**src/inc/ict_pkg.sv**
```systemverilog
// Purpose: Shared constants and types for the input capture channel
// Assumes: 16-bit register port, one 40 MHz clock
// Notes:   Register offsets are word indices on the plain register port
package ict_pkg;

    // ------------------------------------------------------------------
    // Register map
    // ------------------------------------------------------------------
    localparam logic [2:0] ICT_ADDR_CTRL1   = 3'h0;
    localparam logic [2:0] ICT_ADDR_CTRL2   = 3'h1;
    localparam logic [2:0] ICT_ADDR_FIFO    = 3'h2;
    localparam logic [2:0] ICT_ADDR_COUNTER = 3'h3;
    localparam logic [2:0] ICT_ADDR_STATUS  = 3'h4;

    // ------------------------------------------------------------------
    // Control 1 field positions
    // ------------------------------------------------------------------
    localparam int ICT_C1_CLKSEL_LSB = 10;
    localparam int ICT_C1_CPI_LSB    = 5;
    localparam int ICT_C1_OVF_BIT    = 4;
    localparam int ICT_C1_NE_BIT     = 3;
    localparam int ICT_C1_MODE_LSB   = 0;

    // ------------------------------------------------------------------
    // Control 2 field positions
    // ------------------------------------------------------------------
    localparam int ICT_C2_CASC_BIT   = 8;
    localparam int ICT_C2_TRGSEL_BIT = 7;
    localparam int ICT_C2_TRGST_BIT  = 6;
    localparam int ICT_C2_SRC_LSB    = 0;

    // ------------------------------------------------------------------
    // Reset values and encodings
    // ------------------------------------------------------------------
    localparam logic [15:0] ICT_CTRL1_RST = 16'h0000;
    localparam logic [15:0] ICT_CTRL2_RST = 16'h0000;
    localparam logic [4:0]  ICT_SRC_NONE  = 5'h00;
    localparam logic [2:0]  ICT_CLK_SYS   = 3'h7;
    localparam logic [2:0]  ICT_CLK_T1    = 3'h4;
    localparam logic [2:0]  ICT_CLK_T5    = 3'h3;
    localparam logic [2:0]  ICT_CLK_T4    = 3'h2;
    localparam logic [2:0]  ICT_CLK_T2    = 3'h1;
    localparam logic [1:0]  ICT_CPI_EVERY = 2'h0;
    localparam logic [1:0]  ICT_CPI_TWO   = 2'h1;
    localparam logic [15:0] ICT_CNT_MAX   = 16'hffff;

    // Capture modes
    localparam logic [2:0] ICT_MODE_OFF   = 3'h0;
    localparam logic [2:0] ICT_MODE_BOTH  = 3'h1;
    localparam logic [2:0] ICT_MODE_RISE  = 3'h3;
    localparam logic [2:0] ICT_MODE_R4    = 3'h4;
    localparam logic [2:0] ICT_MODE_R16   = 3'h5;
    localparam logic [2:0] ICT_MODE_DIS   = 3'h6;

    // Prescale counts
    localparam logic [3:0] ICT_PRE4_LAST  = 4'h3;
    localparam logic [3:0] ICT_PRE16_LAST = 4'hf;

    // ------------------------------------------------------------------
    // Types
    // ------------------------------------------------------------------
    typedef enum logic [1:0] {ICT_FREE, ICT_SYNC, ICT_HWTRIG, ICT_SWTRIG} ict_run_e;

    typedef struct packed {
        logic        wr;
        logic        rd;
        logic [2:0]  addr;
        logic [15:0] wdata;
    } ict_bus_s;

endpackage

```
**src/hdl/ict_channel.sv**
```systemverilog
// Purpose: One input capture channel with dedicated 16-bit counter
// Assumes: Pin input asynchronous; tick and source inputs on clk_i
// Notes:   Cascade partner wires connect two channel instances
`timescale 1ns/1ps
`default_nettype none

// Function
// - Counter counts up continuously on chosen clock, wraps from ffff to 0000.
// - Each capture event with the FIFO not full pushes the present counter value into it.
// - Sync mode runs once clock enabled; sync source events clear counter.
// - Trigger mode holds counter stopped until a source event, then runs.
// - Trigger status set by hardware or software; while clear counter held zero.
// - Source zero and trigger select clear is free running; else sync or trigger.
// - Source zero with trigger select set is software trigger mode.
// - Odd channel gives low half; odd rollover increments the even counter.
// - Cascade only when both channels set cascade enable; else 16-bit.
// - Even channel in cascade runs synchronised to the odd channel.
// - Cascaded sync: both channels held in reset until source enabled.
// - Software programs both channels identically, even channel first.
// - Capture on rising edges, every transition, every 4th or 16th rise.
// - Interrupt after every capture for 00, every second capture for 01.
// - Clock select: 111 system, 100 t1, 011 t5, 010 t4, 001 t2.
// - Four-entry FIFO; read-only not-empty flag shows data waiting.
// - Not-empty clears by hardware once all values are read.
// - Read-only overflow flag shows a capture overflow happened.
// - Mode 110 disables the channel; no captures.
// - Source select codes pick compare, timer or other sources.
module ict_channel
    import ict_pkg::*;
#(
    parameter int DEPTH = 4
)(
    input  wire logic        clk_i,
    input  wire logic        rst_b_i,
    input  wire ict_bus_s    bus_i,
    output logic [15:0]      rdata_o,
    input  wire logic        pin_i,
    input  wire logic [31:0] src_evt_i,
    input  wire logic [31:0] src_en_i,
    input  wire logic [4:0]  tmr_tick_i,
    input  wire logic        casc_in_en_i,
    input  wire logic        casc_in_carry_i,
    input  wire logic        casc_is_even_i,
    output logic             casc_out_en_o,
    output logic             casc_out_carry_o,
    output logic             irq_o
);

    // ------------------------------------------------------------------
    // Elaboration check
    // ------------------------------------------------------------------
    if (DEPTH != 4) begin : g_bad_depth
        $error("ict_channel: DEPTH must be 4");
    end

    // ------------------------------------------------------------------
    // Registers
    // ------------------------------------------------------------------
    logic [15:0] ctrl1_r;
    logic [15:0] ctrl2_r;
    logic [15:0] cnt_r;
    logic [15:0] cnt_nxt;
    logic        trg_r;
    logic        ovf_r;
    logic [15:0] fifo_r [DEPTH];
    logic [1:0]  wp_r;
    logic [1:0]  rp_r;
    logic [2:0]  fill_r;
    logic [3:0]  pre_r;
    logic        cpi_r;
    logic [2:0]  pin_sync_r;
    logic        pin_last_r;

    // Field decode
    wire logic [2:0] clk_sel  = ctrl1_r[ICT_C1_CLKSEL_LSB +: 3];
    wire logic [1:0] cpi_sel  = ctrl1_r[ICT_C1_CPI_LSB +: 2];
    wire logic [2:0] mode     = ctrl1_r[ICT_C1_MODE_LSB +: 3];
    wire logic       casc_own = ctrl2_r[ICT_C2_CASC_BIT];
    wire logic       trg_sel  = ctrl2_r[ICT_C2_TRGSEL_BIT];
    wire logic [4:0] src_sel  = ctrl2_r[ICT_C2_SRC_LSB +: 5];

    // ------------------------------------------------------------------
    // Operating mode
    // ------------------------------------------------------------------
    wire logic     casc     = casc_own && casc_in_en_i;
    wire logic     even_c   = casc && casc_is_even_i;
    wire ict_run_e run_mode =
        (src_sel == ICT_SRC_NONE) ? (trg_sel ? ICT_SWTRIG : ICT_FREE)
                                  : ((trg_sel && !even_c) ? ICT_HWTRIG
                                                          : ICT_SYNC);
    wire logic src_evt = src_evt_i[src_sel];
    wire logic src_en  = src_en_i[src_sel];

    // Clock select; reserved codes give no ticks
    function automatic logic tick_of(input logic [2:0] sel, input logic [4:0] t);
        unique case (sel)
            ICT_CLK_SYS: tick_of = t[0];
            ICT_CLK_T1:  tick_of = t[1];
            ICT_CLK_T2:  tick_of = t[2];
            ICT_CLK_T4:  tick_of = t[3];
            ICT_CLK_T5:  tick_of = t[4];
            default:     tick_of = 1'b0;
        endcase
    endfunction
    wire logic tick = tick_of(clk_sel, tmr_tick_i);

    // Even channel follows odd carry instead of own tick
    wire logic step = even_c ? casc_in_carry_i : tick;

    // Cascaded sync holds both halves clear until the source runs
    wire logic hold_rst = casc && run_mode == ICT_SYNC && !src_en;
    wire logic trig_hw  = run_mode == ICT_HWTRIG && src_evt;
    wire logic gated    = (run_mode == ICT_HWTRIG || run_mode == ICT_SWTRIG) && !trg_r;
    wire logic sync_clr = run_mode == ICT_SYNC && src_evt;
    wire logic active   = mode != ICT_MODE_OFF && mode != ICT_MODE_DIS;

    // Counter next value
    always_comb
    begin
        cnt_nxt = cnt_r;
        if (hold_rst || gated || sync_clr)
            cnt_nxt = 16'h0000;
        else if (step)
            cnt_nxt = cnt_r + 16'h0001;
    end

    // ------------------------------------------------------------------
    // Edge detect and prescale
    // ------------------------------------------------------------------
    // Change accepted only when last two stages agree
    wire logic pin_stable = pin_sync_r[1] == pin_sync_r[2];
    wire logic pin_now    = pin_stable ? pin_sync_r[2] : pin_last_r;
    wire logic rise       = pin_now && !pin_last_r;
    wire logic any_edge   = pin_now != pin_last_r;
    wire logic [3:0] pre_last = (mode == ICT_MODE_R4) ? ICT_PRE4_LAST : ICT_PRE16_LAST;
    wire logic pre_mode   = mode == ICT_MODE_R4 || mode == ICT_MODE_R16;
    wire logic cap_armed  = active && !hold_rst && !gated;
    wire logic cap_evt    = cap_armed &&
        ((mode == ICT_MODE_BOTH && any_edge) ||
         (mode == ICT_MODE_RISE && rise) ||
         (pre_mode && rise && pre_r == pre_last));

    // ------------------------------------------------------------------
    // FIFO control
    // ------------------------------------------------------------------
    wire logic fifo_rd = bus_i.rd && bus_i.addr == ICT_ADDR_FIFO && fill_r != 3'h0;
    wire logic full    = fill_r == 3'(DEPTH);
    wire logic push    = cap_evt && !full;
    wire logic irq_evt = cap_evt && (cpi_sel == ICT_CPI_EVERY || cpi_r);

    wire logic [15:0] status = {11'h000, ovf_r, fill_r != 3'h0, fill_r};
    wire logic [15:0] ctrl1_rd = {ctrl1_r[15:5], ovf_r, fill_r != 3'h0, ctrl1_r[2:0]};
    wire logic [15:0] ctrl2_rd = {7'h00, ctrl2_r[8:7], trg_r, 1'b0, ctrl2_r[4:0]};
    wire logic [15:0] fifo_rd_val = (fill_r != 3'h0) ? fifo_r[rp_r] : 16'h0000;

    // Read mux; unmapped addresses read as zero
    wire logic [15:0] rd_mux =
        (bus_i.addr == ICT_ADDR_CTRL1)   ? ctrl1_rd :
        (bus_i.addr == ICT_ADDR_CTRL2)   ? ctrl2_rd :
        (bus_i.addr == ICT_ADDR_FIFO)    ? fifo_rd_val :
        (bus_i.addr == ICT_ADDR_COUNTER) ? cnt_r :
        (bus_i.addr == ICT_ADDR_STATUS)  ? status : 16'h0000;

    // ------------------------------------------------------------------
    // Register writes and trigger status
    // ------------------------------------------------------------------
    always_ff @(posedge clk_i)
    begin
        if (!rst_b_i)
        begin
            ctrl1_r <= ICT_CTRL1_RST;
            ctrl2_r <= ICT_CTRL2_RST;
            trg_r   <= 1'b0;
        end
        else
        begin
            if (bus_i.wr && bus_i.addr == ICT_ADDR_CTRL1)
                ctrl1_r <= bus_i.wdata;
            if (bus_i.wr && bus_i.addr == ICT_ADDR_CTRL2)
                ctrl2_r <= bus_i.wdata;
            // Hardware set wins over a software clear in the same cycle
            if (trig_hw)
                trg_r <= 1'b1;
            else if (bus_i.wr && bus_i.addr == ICT_ADDR_CTRL2)
                trg_r <= bus_i.wdata[ICT_C2_TRGST_BIT];
        end
    end

    // Counter and pin pipeline
    always_ff @(posedge clk_i)
    begin
        if (!rst_b_i)
        begin
            cnt_r      <= 16'h0000;
            pin_sync_r <= 3'h0;
            pin_last_r <= 1'b0;
            pre_r      <= 4'h0;
        end
        else
        begin
            cnt_r      <= cnt_nxt;
            pin_sync_r <= {pin_sync_r[1:0], pin_i};
            pin_last_r <= pin_now;
            if (!pre_mode)
                pre_r <= 4'h0;
            else if (rise && cap_armed)
                pre_r <= (pre_r == pre_last) ? 4'h0 : pre_r + 4'h1;
        end
    end

    // FIFO storage; data words need no reset
    always_ff @(posedge clk_i)
    begin
        if (push)
            fifo_r[wp_r] <= cnt_r;
    end

    // FIFO pointers, overflow, interrupt divider
    always_ff @(posedge clk_i)
    begin
        if (!rst_b_i)
        begin
            wp_r   <= 2'h0;
            rp_r   <= 2'h0;
            fill_r <= 3'h0;
            ovf_r  <= 1'b0;
            cpi_r  <= 1'b0;
        end
        else
        begin
            if (push)
                wp_r <= wp_r + 2'h1;
            if (fifo_rd)
                rp_r <= rp_r + 2'h1;
            fill_r <= fill_r + {2'h0, push} - {2'h0, fifo_rd};
            // Overflow held until drained; a new one wins over the clear
            if (cap_evt && full)
                ovf_r <= 1'b1;
            else if (fill_r == 3'h1 && fifo_rd && !push)
                ovf_r <= 1'b0;
            if (!active || cpi_sel == ICT_CPI_EVERY)
                cpi_r <= 1'b0;
            else if (cap_evt)
                cpi_r <= !cpi_r;
        end
    end

    // Registered outputs
    always_ff @(posedge clk_i)
    begin
        if (!rst_b_i)
        begin
            rdata_o          <= 16'h0000;
            irq_o            <= 1'b0;
            casc_out_en_o    <= 1'b0;
            casc_out_carry_o <= 1'b0;
        end
        else
        begin
            rdata_o          <= bus_i.rd ? rd_mux : 16'h0000;
            irq_o            <= irq_evt;
            casc_out_en_o    <= casc_own;
            // Carry one cycle late; even half lags by a cycle
            casc_out_carry_o <= step && !hold_rst && !gated && !sync_clr
                                && cnt_r == ICT_CNT_MAX;
        end
    end

    // ------------------------------------------------------------------
    // Assertions
    // ------------------------------------------------------------------
    // Counter
    a_cnt_wrap: assert property (@(posedge clk_i) disable iff (!rst_b_i)
        (cnt_r == ICT_CNT_MAX && step && !hold_rst && !gated && !sync_clr)
        |=> cnt_r == 16'h0000) else $error("counter did not wrap");

    a_cnt_step: assert property (@(posedge clk_i) disable iff (!rst_b_i)
        (step && !hold_rst && !gated && !sync_clr) |=> cnt_r == $past(cnt_r) + 16'h0001)
        else $error("counter did not step");

    a_sync_clear: assert property (@(posedge clk_i) disable iff (!rst_b_i)
        sync_clr |=> cnt_r == 16'h0000)
        else $error("sync did not clear");

    a_hold_reset: assert property (@(posedge clk_i) disable iff (!rst_b_i)
        hold_rst |=> cnt_r == 16'h0000)
        else $error("cascade hold let counter run");

    a_gate_zero: assert property (@(posedge clk_i) disable iff (!rst_b_i)
        gated |=> cnt_r == 16'h0000)
        else $error("gated counter ran");

    // Trigger status
    a_trig_sets: assert property (@(posedge clk_i) disable iff (!rst_b_i)
        trig_hw |=> trg_r)
        else $error("trigger status not set");

    a_trig_keep: assert property (@(posedge clk_i) disable iff (!rst_b_i)
        (trg_r && !(bus_i.wr && bus_i.addr == ICT_ADDR_CTRL2)) |=> trg_r)
        else $error("trigger status lost");

    a_sw_trig: assert property (@(posedge clk_i) disable iff (!rst_b_i)
        (run_mode == ICT_SWTRIG && !trg_r) |-> !push)
        else $error("capture before software trigger");

    // Cascade carry
    a_carry_wrap: assert property (@(posedge clk_i) disable iff (!rst_b_i)
        (cnt_r == ICT_CNT_MAX && step && !hold_rst && !gated && !sync_clr)
        |=> casc_out_carry_o)
        else $error("no carry on wrap");

    // Capture and FIFO
    a_cap_value: assert property (@(posedge clk_i) disable iff (!rst_b_i)
        (push && fill_r == 3'h0 && !fifo_rd) |=> fifo_r[rp_r] == $past(cnt_r))
        else $error("captured value wrong");

    a_mode_off: assert property (@(posedge clk_i) disable iff (!rst_b_i)
        mode == ICT_MODE_DIS |-> !push)
        else $error("capture while disabled");

    a_ne_clear: assert property (@(posedge clk_i) disable iff (!rst_b_i)
        (fill_r == 3'h1 && fifo_rd && !push) |=> status[ICT_C1_NE_BIT] == 1'b0)
        else $error("not empty stuck");

    a_ovf_set: assert property (@(posedge clk_i) disable iff (!rst_b_i)
        (cap_evt && full) |=> ovf_r && fill_r == 3'(DEPTH))
        else $error("overflow lost");

    a_ovf_hold: assert property (@(posedge clk_i) disable iff (!rst_b_i)
        (ovf_r && fill_r > 3'h1) |=> ovf_r)
        else $error("overflow cleared early");

    a_fill_max: assert property (@(posedge clk_i) disable iff (!rst_b_i)
        fill_r <= 3'(DEPTH))
        else $error("fifo overfilled");

    // Interrupt divider
    a_irq_every: assert property (@(posedge clk_i) disable iff (!rst_b_i)
        (cap_evt && cpi_sel == ICT_CPI_EVERY) |=> irq_o)
        else $error("irq missing");

    a_irq_two: assert property (@(posedge clk_i) disable iff (!rst_b_i)
        (cap_evt && cpi_sel == ICT_CPI_TWO && !cpi_r) |=> !irq_o)
        else $error("irq on odd capture");

endmodule

`default_nettype wire

```
**config.mk**
```make
export PLATFORM = sky130hd
export DESIGN_NAME = ict_channel
export DESIGN_NICKNAME = d
export VERILOG_FILES = /design/src/inc/ict_pkg.sv /design/src/hdl/ict_channel.sv
export SDC_FILE = /design/constraint.sdc
export NUM_CORES = 1
export LEC_CHECK = 0
export BUFFER_PORTS_ARGS = -buffer_cell sky130_fd_sc_hd__buf_4
export CAP_MARGIN = 0
export CORE_UTILIZATION = 42
export DETAILED_ROUTE_END_ITERATION = 7
export PLACE_DENSITY_LB_ADDON = 0.05
export SYNTH_ARGS = -nofsm -noshare
export SYNTH_HDL_FRONTEND = slang
export SYNTH_SLANG_ARGS = --single-unit
```
**constraint.sdc**
```tcl
create_clock -name clk_i -period 4.45 [get_ports clk_i]
set_input_delay 1.1125 -clock clk_i [delete_from_list [all_inputs] [get_ports clk_i]]
set_output_delay 1.1125 -clock clk_i [all_outputs]
set_load 0.005 [all_outputs]
```
# [Yosys cells after proc, flatten, opt, wreduce, memory -nomap -nowiden]
# Memory sizes are Yosys's and may differ from the RTL's. A register that Yosys moved wholly into a read port is not among the register bits.
# Cells that the tools add are included.
[op_classes] n_bitwise=1 add_sub_neg=6 mux=26 magnitude_cmp=1 n_eq_ne=23 reduce_logical=61
[op_table] cell="$mux 16" count=5
[op_table] cell="$logic_and 1x1->1" count=31
[op_table] cell="$eq 3x3->1 const B" count=6
[op_table] cell="$add 16x1->16 const B" count=1
[op_table] cell="$eq 16x16->1 const B" count=1
[op_table] cell="$eq 3x2->1 const B" count=5
[op_table] cell="$eq 3x1->1 const B" count=4
[op_table] cell="$logic_not 1->1" count=11
[op_table] cell="$bmux 1 s5" count=2
[op_table] cell="$mux 1" count=10
[op_table] cell="$mux 2" count=5
[op_table] cell="$logic_or 1x1->1" count=8
[op_table] cell="$mux 4" count=2
[op_table] cell="$lt 5x6->1 const B" count=1
[op_table] cell="$reduce_bool 3->1" count=2
[op_table] cell="$logic_not 5->1" count=1
[op_table] cell="$mux 5" count=1
[op_table] cell="$pmux 1 s5" count=1
[op_table] cell="$add 2x1->2 const B" count=2
[op_table] cell="$add 4x1->4 const B" count=1
[op_table] cell="$eq 2x2->1 const B" count=2
[op_table] cell="$eq 4x4->1" count=1
[op_table] cell="$reduce_and 2->1" count=2
[op_table] cell="$reduce_bool 2->1" count=2
[op_table] cell="other kinds (10)" count=11
[totals] ff_bits=78 mem_count=1 ram_bits=64 elab_cells=135 inputBits=96 output_inout_bits=19
[memory_table] memory="fifo_r" depth=4 width=16 read_ports=1 rd_ports_with_merged_regs=1 wr=1 line="ict_channel.sv:65" source="logic [15:0] fifo_r [DEPTH];"

# [Logic depth before layout (Yosys ltp)]
# Gate-level depths: netlist of run 1.
[logic_depth] word_depth=18 ltp_mapped=16 depth_no_buf=16

# [Worst setup path after synthesis of run 1]
# Ideal clock, no wire load.
[synth_path] path_type="input to register" start="input src_en_i[11]" end="register fill_r[2]" stages=14 setup_slack_ns=0.704 setup_ns=0.115 t_required_ns=4.335 arrival_time_ns=3.631 path_cell_list="mux2i_1 -> a22oi_1 -> a211oi_1 -> or4_1 -> a21oi_2 -> inv_1 -> ha_1 -> inv_1 -> ha_1 -> inv_1 -> fa_1 -> xnor2_1 -> xnor2_1 -> and2_1"
[synth_via] elab_chain_len=11
[synth_rtl] item="start, declared" line="ict_channel.sv:39" source="input wire logic [31:0] src_en_i,"
[synth_rtl] item="$bmux 1 s5" line="ict_channel.sv:92" source="wire logic src_en = src_en_i[src_sel];"
[synth_rtl] item="$mux 1 (implied by the code)" line="ict_channel.sv:92"
[synth_rtl] item="$logic_not 1->1" line="ict_channel.sv:111" source="wire logic hold_rst = casc && run_mode == ICT_SYNC && !src_en;"
[synth_rtl] item="$logic_and 1x1->1" line="ict_channel.sv:111"
[synth_rtl] item="$logic_not 1->1" line="ict_channel.sv:137" source="wire logic cap_armed = active && !hold_rst && !gated;"
[synth_rtl] item="$logic_and 1x1->1 (2 in series)" line="ict_channel.sv:137"
[synth_rtl] item="$logic_and 1x1->1" line="ict_channel.sv:138" source="wire logic cap_evt = cap_armed &&"
[synth_rtl] item="$logic_and 1x1->1" line="ict_channel.sv:148" source="wire logic push = cap_evt && !full;"
[synth_rtl] item="$add 3x1->3" line="ict_channel.sv:235" source="fill_r <= fill_r + {2'h0, push} - {2'h0, fifo_rd};"
[synth_rtl] item="$sub 3x1->3" line="ict_channel.sv:235"
[synth_rtl] item="end signal, assigned" line="ict_channel.sv:235"
[synth_rtl] item="end, declared" line="ict_channel.sv:68" source="logic [2:0] fill_r;"
# No other way between the ends. The select of a mux whose other input is x is not followed.
# A chain may end at the register's enable or synchronous reset.

# [Worst setup path after layout of run 1]
[layout_path] start="register ctrl2_r[1]" end="register fill_r[2]"
[layout_via] elab_chain_len=12
[layout_rtl] item="start, declared" line="ict_channel.sv:60" source="logic [15:0] ctrl2_r;"
[layout_rtl] item="start signal, assigned" line="ict_channel.sv:180" source="ctrl2_r <= bus_i.wdata;"
[layout_rtl] item="parallel branches: the longest is 7 deep, another holds $bmux 1 s5"
[layout_rtl] item="$logic_and 1x1->1 (*)" line="ict_channel.sv:137"
[layout_rtl] item="$logic_and 1x1->1 (*)" line="ict_channel.sv:138"
[layout_rtl] item="$logic_and 1x1->1 (*)" line="ict_channel.sv:148"
[layout_rtl] item="$add 3x1->3 (*)" line="ict_channel.sv:235"
[layout_rtl] item="$sub 3x1->3 (*)" line="ict_channel.sv:235"
# Every way passes the cells marked *. The select of a mux whose other input is x is not followed.

==> impl_results.md, run 1 <==
- Post-Synthesis Cells: 587
- Port Buffers: 114
- Reg2reg start: ctrl2_r[1]$_SDFFE_PN0P_
- Clock group share of total power: 47.9%
- Worst setup startpoint: ctrl2_r[1]$_SDFFE_PN0P_
- Tcrit/Tclk final: 81.8%
- Largest net degree at the start of global routing: 28
- Vias per cell: 5.43
- Syn_nets: 693
- Flop pwr share: 46.5%
- GR Util met1: 26.2%
- RSZ-0062 raised after global routing: no
- Status: completed
- Int Power: 2.26 mW
- YS warnings: 0
- Vias in the first global route: 4771
- CTS Hold Bufs: 0
- CTS sink count: 140
- CP endpoint kind: register
- Avg Cell Area, Syn: 11.0 sq um
- DRC errors left: 0
- HP Class: register to register
- Placed Area: 7520 sq um
- Die area: 15900 sq um
- Skew final: 0.0174 ns
- Chip Height: 126 um
- Initial core utilization: 42.8%
- CTS buffer count: 17
- Std-Cell Rows: 45
- Drt wl/cell: 17.5 um
- WS Path Type: register to register
- Synth Area in Adders: 2.20%
- Min setup slack post-route: 0.811 ns
- FF+latch count, synth: 140
- DR vias: 4910
- Most frequent cell after synthesis: nand2_1
- Leakage power: 2.96 nW
- Synth async-reset ratio: 0%
- Fmax: 0.275 GHz
- Max Cap Viol: 0
- Hold Fails Final Rpt: 0
- Relative slew margins: 44.6%
- Synth Area in Compound Gates: 11.3%
- Core Region: 15100 sq um
- Initial antenna violation count: 0
- Ports: 115
- Total GRT Usage: 20.7%
- Reg clk slew, reported paths: 0.06 ns
- Xor/xnor share of the synthesized area: 2.70%
- Main combinational cell family by area after synthesis: simple AND/OR/NAND/NOR gates
- Synth top cells by count: nand2_1, dfxtp_1, edfxtp_1
- Placement Setup Slack: 0.532 ns
- GR peak layer: met2
- Post-CTS Resized: 0
- Dominant cell type by area after synthesis: edfxtp_1
- GP Congestion: 0.809
- Setup crit start kind: register
- Initial drt markers: 198
- Top cells by area, synth: edfxtp_1, dfxtp_1, mux4_2
- HPWL Detailed: 11600 um
- Cell Pwr Density: 358 nW/um^2
- Synthesized area: 6490 sq um
- Pre-antenna DRT Iters: 4
- Combinational Power Share: 5.6%
- Design area: 8110 sq um
- Met2 Use GR: 34.7%
- Net Switching: 0.641 mW
- Final #Nets: 809
- Worst Path Required: 4.76 ns
- Top-area cell type share of the netlist area: 29.6%
- H-tree depth: 4
- Worst vdd ir: 0.000259 V
- Most used flip-flop cell after synthesis: dfxtp_1
- Overflow after GRT: 0
- Synth cell types: 62
- Worst-margin pin slew: 0.830 ns
- Area growth syn-to-layout: 25.1%
- Power consumption: 2.90 mW
- Hold Slack: 0.434 ns
- Clock Tree Root: clkbuf_16
- Ratio of cells with drive above 1 in the final layout: 26.7%
- Post-layout min period: 3.64 ns
- Switching share of power: 22.1%
- Routed Antenna Nets: 0
- Final setup viols: 0
- Number of synthesized flops with an enable pin: 64
- Crit path DAT: 3.95 ns
- Max FO, Critical Path: 27
- Post-synthesis mux area share: 12.3%
- Hold Startpoint: pin_sync_r[0]$_SDFF_PN0_
- Fillers: 1341
- Wirelength, routed: 15800 um
- Postcts setup bufs: 0
- Antenna diodes: 0
- Clock buffer depth: 2
- Count of pins over their slew limit: 0
- Post-route setup TNS: 0 ns
- Post-synthesis simple-gate area fraction: 15.5%
- Met3 usage: 5.23%
- Wire length of the first global-routing pass: 24900 um
- Worst skew pair latency: 0.43 ns
- Sequential-to-total area share from yosys stat: 53.1%
- TritonCTS clock tree: done
- Die width: 126 um
kinds of logic after synthesis:
family | after synthesis
buf+inv | 42
compound gates | 109
xor+xnor | 20
flops | 140
fa+ha+maj | 11
simple gates | 214
mux | 51
per-layer routing:
metal | up-vias | wire length, um
li1 | 2391 | -
met1 | 2355 | 7020
met2 | 152 | 7720
met3 | 12 | 898
met4 | 0 | 184
met5 | - | 0
worst paths after layout:
path,cells after the start,slack [ns],endpoint
worst min-delay path,1,0.43,pin_sync_r[1]$_SDFF_PN0_
worst min register to register,1,0.43,pin_sync_r[1]$_SDFF_PN0_
worst max-delay path,15,0.81,fill_r[2]$_SDFF_PN0_
worst max register to register,15,0.81,fill_r[2]$_SDFF_PN0_
layout by cell type (no fill, tap or decap), types with 3 or more instances in the layout:
cell | netlist | layout
nor2b_1 | 9 | 9
inv_1 | 14 | 14
a221oi_1 | 6 | 6
a21oi_1 | 48 | 48
and2_1 | 17 | 17
mux2i_1 | 26 | 26
edfxtp_1 | 64 | 64
mux4_2 | 23 | 23
clkinv_1 | 1 | 3
buf_4 | 1 | 124
nand2b_1 | 3 | 3
a22oi_1 | 16 | 16
nor4_1 | 5 | 5
nor3_1 | 10 | 10
or2_2 | 4 | 4
inv_6 | 0 | 3
a21boi_0 | 3 | 3
clkinv_4 | 0 | 5
nand2_1 | 79 | 79
dfxtp_1 | 76 | 76
o21ai_0 | 9 | 9
xnor2_1 | 12 | 12
clkbuf_16 | 0 | 17
and4_1 | 3 | 3
xor2_1 | 8 | 8
a211oi_1 | 4 | 4
nand4_1 | 7 | 7
ha_1 | 9 | 9
nor2_1 | 57 | 57
nand3_1 | 9 | 9
critical path: stages (launching register included):
cell      delay, ns
dfxtp_1        0.39
buf_4          0.42
mux2i_1        0.13
a22oi_1        0.21
a211oi_1       0.15
or4_1          0.66
a21oi_2        0.21
inv_1          0.06
ha_1           0.26
inv_1          0.06
ha_1           0.13
inv_1          0.05
fa_1           0.38
xnor2_1        0.15
xnor2_1        0.12
and2_1         0.15
area by class of cell:
class	instances	area, sq um	area share (%)
Clock buffer	17	425	5.24
Inverter	15	56.3	0.694
Timing Repair Buffer	124	931	11.5
Multi-Input combinational cell	405	2860	35.2
Sequential cell	140	3440	42.4
Clock inverter	15	164	2.02
Tap cell	188	235	2.90
power by group through the flow:
stage / Sequential (mW) / Clock (mW) / Combinational (mW)
detailed placement: 1.38 / 0 / 0.164
global placement: 1.38 / 0 / 0.162
CTS: 1.35 / 1.41 / 0.164
floorplan: 1.37 / 0 / 0.0766
global route: 1.35 / 1.47 / 0.178
finish: 1.35 / 1.39 / 0.162
stage by stage:
stage / cells / utilization, %
floorplan: 587 / -
global placement: 872 / 49.7
detailed placement: 872 / 49.7
CTS: 904 / 53.6
global route: 904 / 53.6
finish: 904 / 53.6
sequential cells by signal (all words and copies together), names as in the netlist, named ones only:
| register | count |
|---|---|
| pre_r | 4 |
| ovf_r | 1 |
| cpi_r | 1 |
| fill_r | 3 |
| trg_r | 1 |
| irq_o | 1 |
| casc_out_carry_o | 1 |
| casc_out_en_o | 1 |
| rdata_o | 16 |
| wp_r | 2 |
| pin_last_r | 1 |
| pin_sync_r | 3 |
| ctrl1_r | 14 |
| ctrl2_r | 7 |
| cnt_r | 16 |
| fifo_r | 64 |
| rp_r | 2 |
Note: power is estimated with default switching activity, not from simulation.
==> inputs of run 2 (changes only) <==
clock period = 3.15 ns   (was 4.45 ns; I/O delays follow)
==> run 2 against run 1 <==
Compared with the run above:
- worst setup slack worse by 0.70 ns
- via count rose by 3.3%
- critical path depth stayed put
- sequential share of layout area decreased by 2.5 points
- clock skew shrank 0.0042 ns
- first-iteration DRC count is 49% higher
- utilization up 3.4 points
- global-route usage is 0.87 points higher
- register-to-register slack got worse by 0.70 ns
- critical path type unchanged
- clock power up 46%
- count of clock-buffer cells in the layout up 1
- largest power group unchanged
- fmax is 20% higher
==> impl_results.md, run 2 (synthesis gave the netlist of run 1 again) <==
- Reg clk slew, reported paths: 0.06 ns (about the same)
- Hold Fails Final Rpt: 0 (unchanged)
- Worst-margin pin slew: 0.827 ns (was 0.830 ns)
- Reg with most FFs: fifo_r (unchanged)
- Top flop regs: fifo_r: 64 flops, cnt_r: 16 flops, rdata_o: 16 flops (unchanged)
- WS Path Type: register to register (unchanged)
- Wirelength, routed: 16800 um (was 15800 um)
- Port Buffers: 114 (unchanged)
- TritonCTS clock tree: done (unchanged)
- Placement Setup Slack: -0.261 ns (was 0.532 ns)
- CTS sink count: 140 (unchanged)
- DR vias: 5072 (was 4910)
- Worst vdd ir: 0.000398 V (was 0.000259 V)
- Vias per cell: 5.36 (was 5.43)
- Hold depth: 1 (unchanged)
- Reg2reg start: ctrl2_r[1]$_SDFFE_PN0P_ (unchanged)
- Tcrit/Tclk final: 96.6% (was 81.8%)
- Count of pins over their slew limit: 0 (unchanged)
- Cell Pwr Density: 488 nW/um^2 (was 358 nW/um^2)
- RSZ-0062 raised after global routing: yes (was no)
- DRC errors left: 0 (unchanged)
- Hold Startpoint: pin_sync_r[0]$_SDFF_PN0_ (unchanged)
- Largest net degree at the start of global routing: 27 (was 28)
- Initial drt markers: 296 (was 198)
- Skew final: 0.0132 ns (was 0.0174 ns)
- Drt wl/cell: 17.8 um (was 17.5 um)
- Min setup slack post-route: 0.107 ns (was 0.811 ns)
- Commonest non-fill, non-tap cells in the layout: buf_4, nand2_1, dfxtp_1 (unchanged)
- R2R depth: 15 (unchanged)
- CP endpoint kind: register (unchanged)
- Post-layout min period: 3.04 ns (was 3.64 ns)
- Fmax: 0.329 GHz (was 0.275 GHz)
- Pre-antenna DRT Iters: 4 (unchanged)
- Max FO, Critical Path: 6 (was 27)
- Clock buffer depth: 2 (unchanged)
- Antenna diodes: 0 (unchanged)
- Commonest non-fill, non-tap cell in the layout: buf_4 (unchanged)
- Worst Path Required: 3.47 ns (was 4.76 ns)
- Initial core utilization: 42.8% (unchanged)
- Die area: 15900 sq um (unchanged)
- GP Congestion: 0.816 (was 0.809)
- Ratio of cells with drive above 1 in the final layout: 32.9% (was 26.7%)
- Std-Cell Rows: 45 (unchanged)
- Worst skew pair latency: 0.43 ns (about the same)
- Vias in the first global route: 4849 (was 4771)
- CTS buffer count: 17 (unchanged)
- Largest register FFs: 64 (unchanged)
- Max Cap Viol: 0 (unchanged)
- Routed Antenna Nets: 0 (unchanged)
- Initial antenna violation count: 0 (unchanged)
- Clock Tree Root: clkbuf_16 (unchanged)
- Leakage power: 3.22 nW (was 2.96 nW)
- Relative slew margins: 44.8% (was 44.6%)
- Die width: 126 um (unchanged)
- Worst setup startpoint: ctrl2_r[1]$_SDFFE_PN0P_ (unchanged)
- Wire length of the first global-routing pass: 25800 um (was 24900 um)
- Setup crit start kind: register (unchanged)
- Final setup viols: 0 (unchanged)
- HPWL Detailed: 12100 um (was 11600 um)
- Chip Height: 126 um (unchanged)
- HP Class: register to register (unchanged)
- Final #Nets: 852 (was 809)
- Ports: 115 (unchanged)
- Area growth syn-to-layout: 33.1% (was 25.1%)
- Status: completed (unchanged)
- Total GRT Usage: 21.6% (was 20.7%)
- Overflow after GRT: 0 (unchanged)
- H-tree depth: 4 (unchanged)
- Crit path DAT: 3.36 ns (was 3.95 ns)
- Core Region: 15100 sq um (unchanged)
- Hold Slack: 0.441 ns (was 0.434 ns)
## run 2: cell count changes in the layout (fill, tap and decap cells not counted), moves of 2 or more
cell,change
buf_4,+36
buf_12,+5
dfxtp_1,-3
inv_1,-3
inv_2,+3
a21oi_1,-2
dfxtp_2,+2
ha_1,-2
ha_4,+2
inv_6,-2
## run 2: stage by stage
| step | instance area [sq um] | util, % | power, mW | TNS, ns | instances |
|---|---|---|---|---|---|
| 2_1_floorplan | 6500 | - | 2.05 | -0.107 | 587 |
| 3_3_place_gp | 7730 | 51.1 | 2.19 | -0.260 | 890 |
| 3_5_place_dp | 7730 | 51.1 | 2.20 | -0.345 | 890 |
| 4_1_cts | 8520 | 56.2 | 4.24 | -0.00672 | 940 |
| 5_1_grt | 8630 | 57.0 | 4.34 | -0.0129 | 947 |
| 6_report | 8630 | 57.0 | 4.22 | 0 | 947 |
## run 2: final timing paths
kind | end | slack (ns)
worst min-delay path | pin_sync_r[1]$_SDFF_PN0_ | 0.44
worst min register to register | pin_sync_r[1]$_SDFF_PN0_ | 0.44
worst max-delay path | fill_r[2]$_SDFF_PN0_ | 0.11
worst max register to register | fill_r[2]$_SDFF_PN0_ | 0.11
## run 2: cell type report
| class | instances | area, sq um |
|---|---|---|
| fill | 1267 | 6520 |
| clock inverter | 14 | 169 |
| tap | 188 | 235 |
| multi-input combinational | 405 | 2940 |
| timing repair buffer | 167 | 1350 |
| clock buffer | 18 | 429 |
| inverter | 15 | 56.3 |
| sequential | 140 | 3450 |
## run 2: critical path, stage by stage (launching register included)
cell      delay (ns)
dfxtp_4         0.38
buf_12          0.14
mux2i_1         0.12
a22oi_1         0.23
a211oi_2        0.11
or4_4           0.58
a21oi_4         0.15
inv_2           0.06
ha_4            0.21
inv_2           0.06
ha_4            0.12
inv_2           0.03
fa_2            0.34
xnor2_2         0.14
xnor2_1         0.12
and2_1          0.15
## run 2: power breakdown
| part | internal [mW] | switching (mW) | total (mW) |
|---|---|---|---|
| sequential | 1.89 | 0.0106 | 1.91 |
| clock | 1.25 | 0.782 | 2.03 |
| combinational | 0.159 | 0.123 | 0.282 |
| total | 3.30 | 0.916 | 4.22 |
## run 2: per-layer routing
layer | up-vias | routed length, um | track usage [%]
met2 | 152 | 8170 | 37.0
met3 | 18 | 1050 | 5.14
li1 | 2466 | - | -
met1 | 2436 | 7290 | 26.4
met5 | - | 0 | 0
met4 | 0 | 299 | 8.15
## run 2: what timing repair did
item,4_1_cts,5_1_grt
cloned,1,1
pin swaps,10,9
hold buffers,0,0
endpoints found under the setup margin,1,7
setup buffers,17,6
resized for setup,11,10
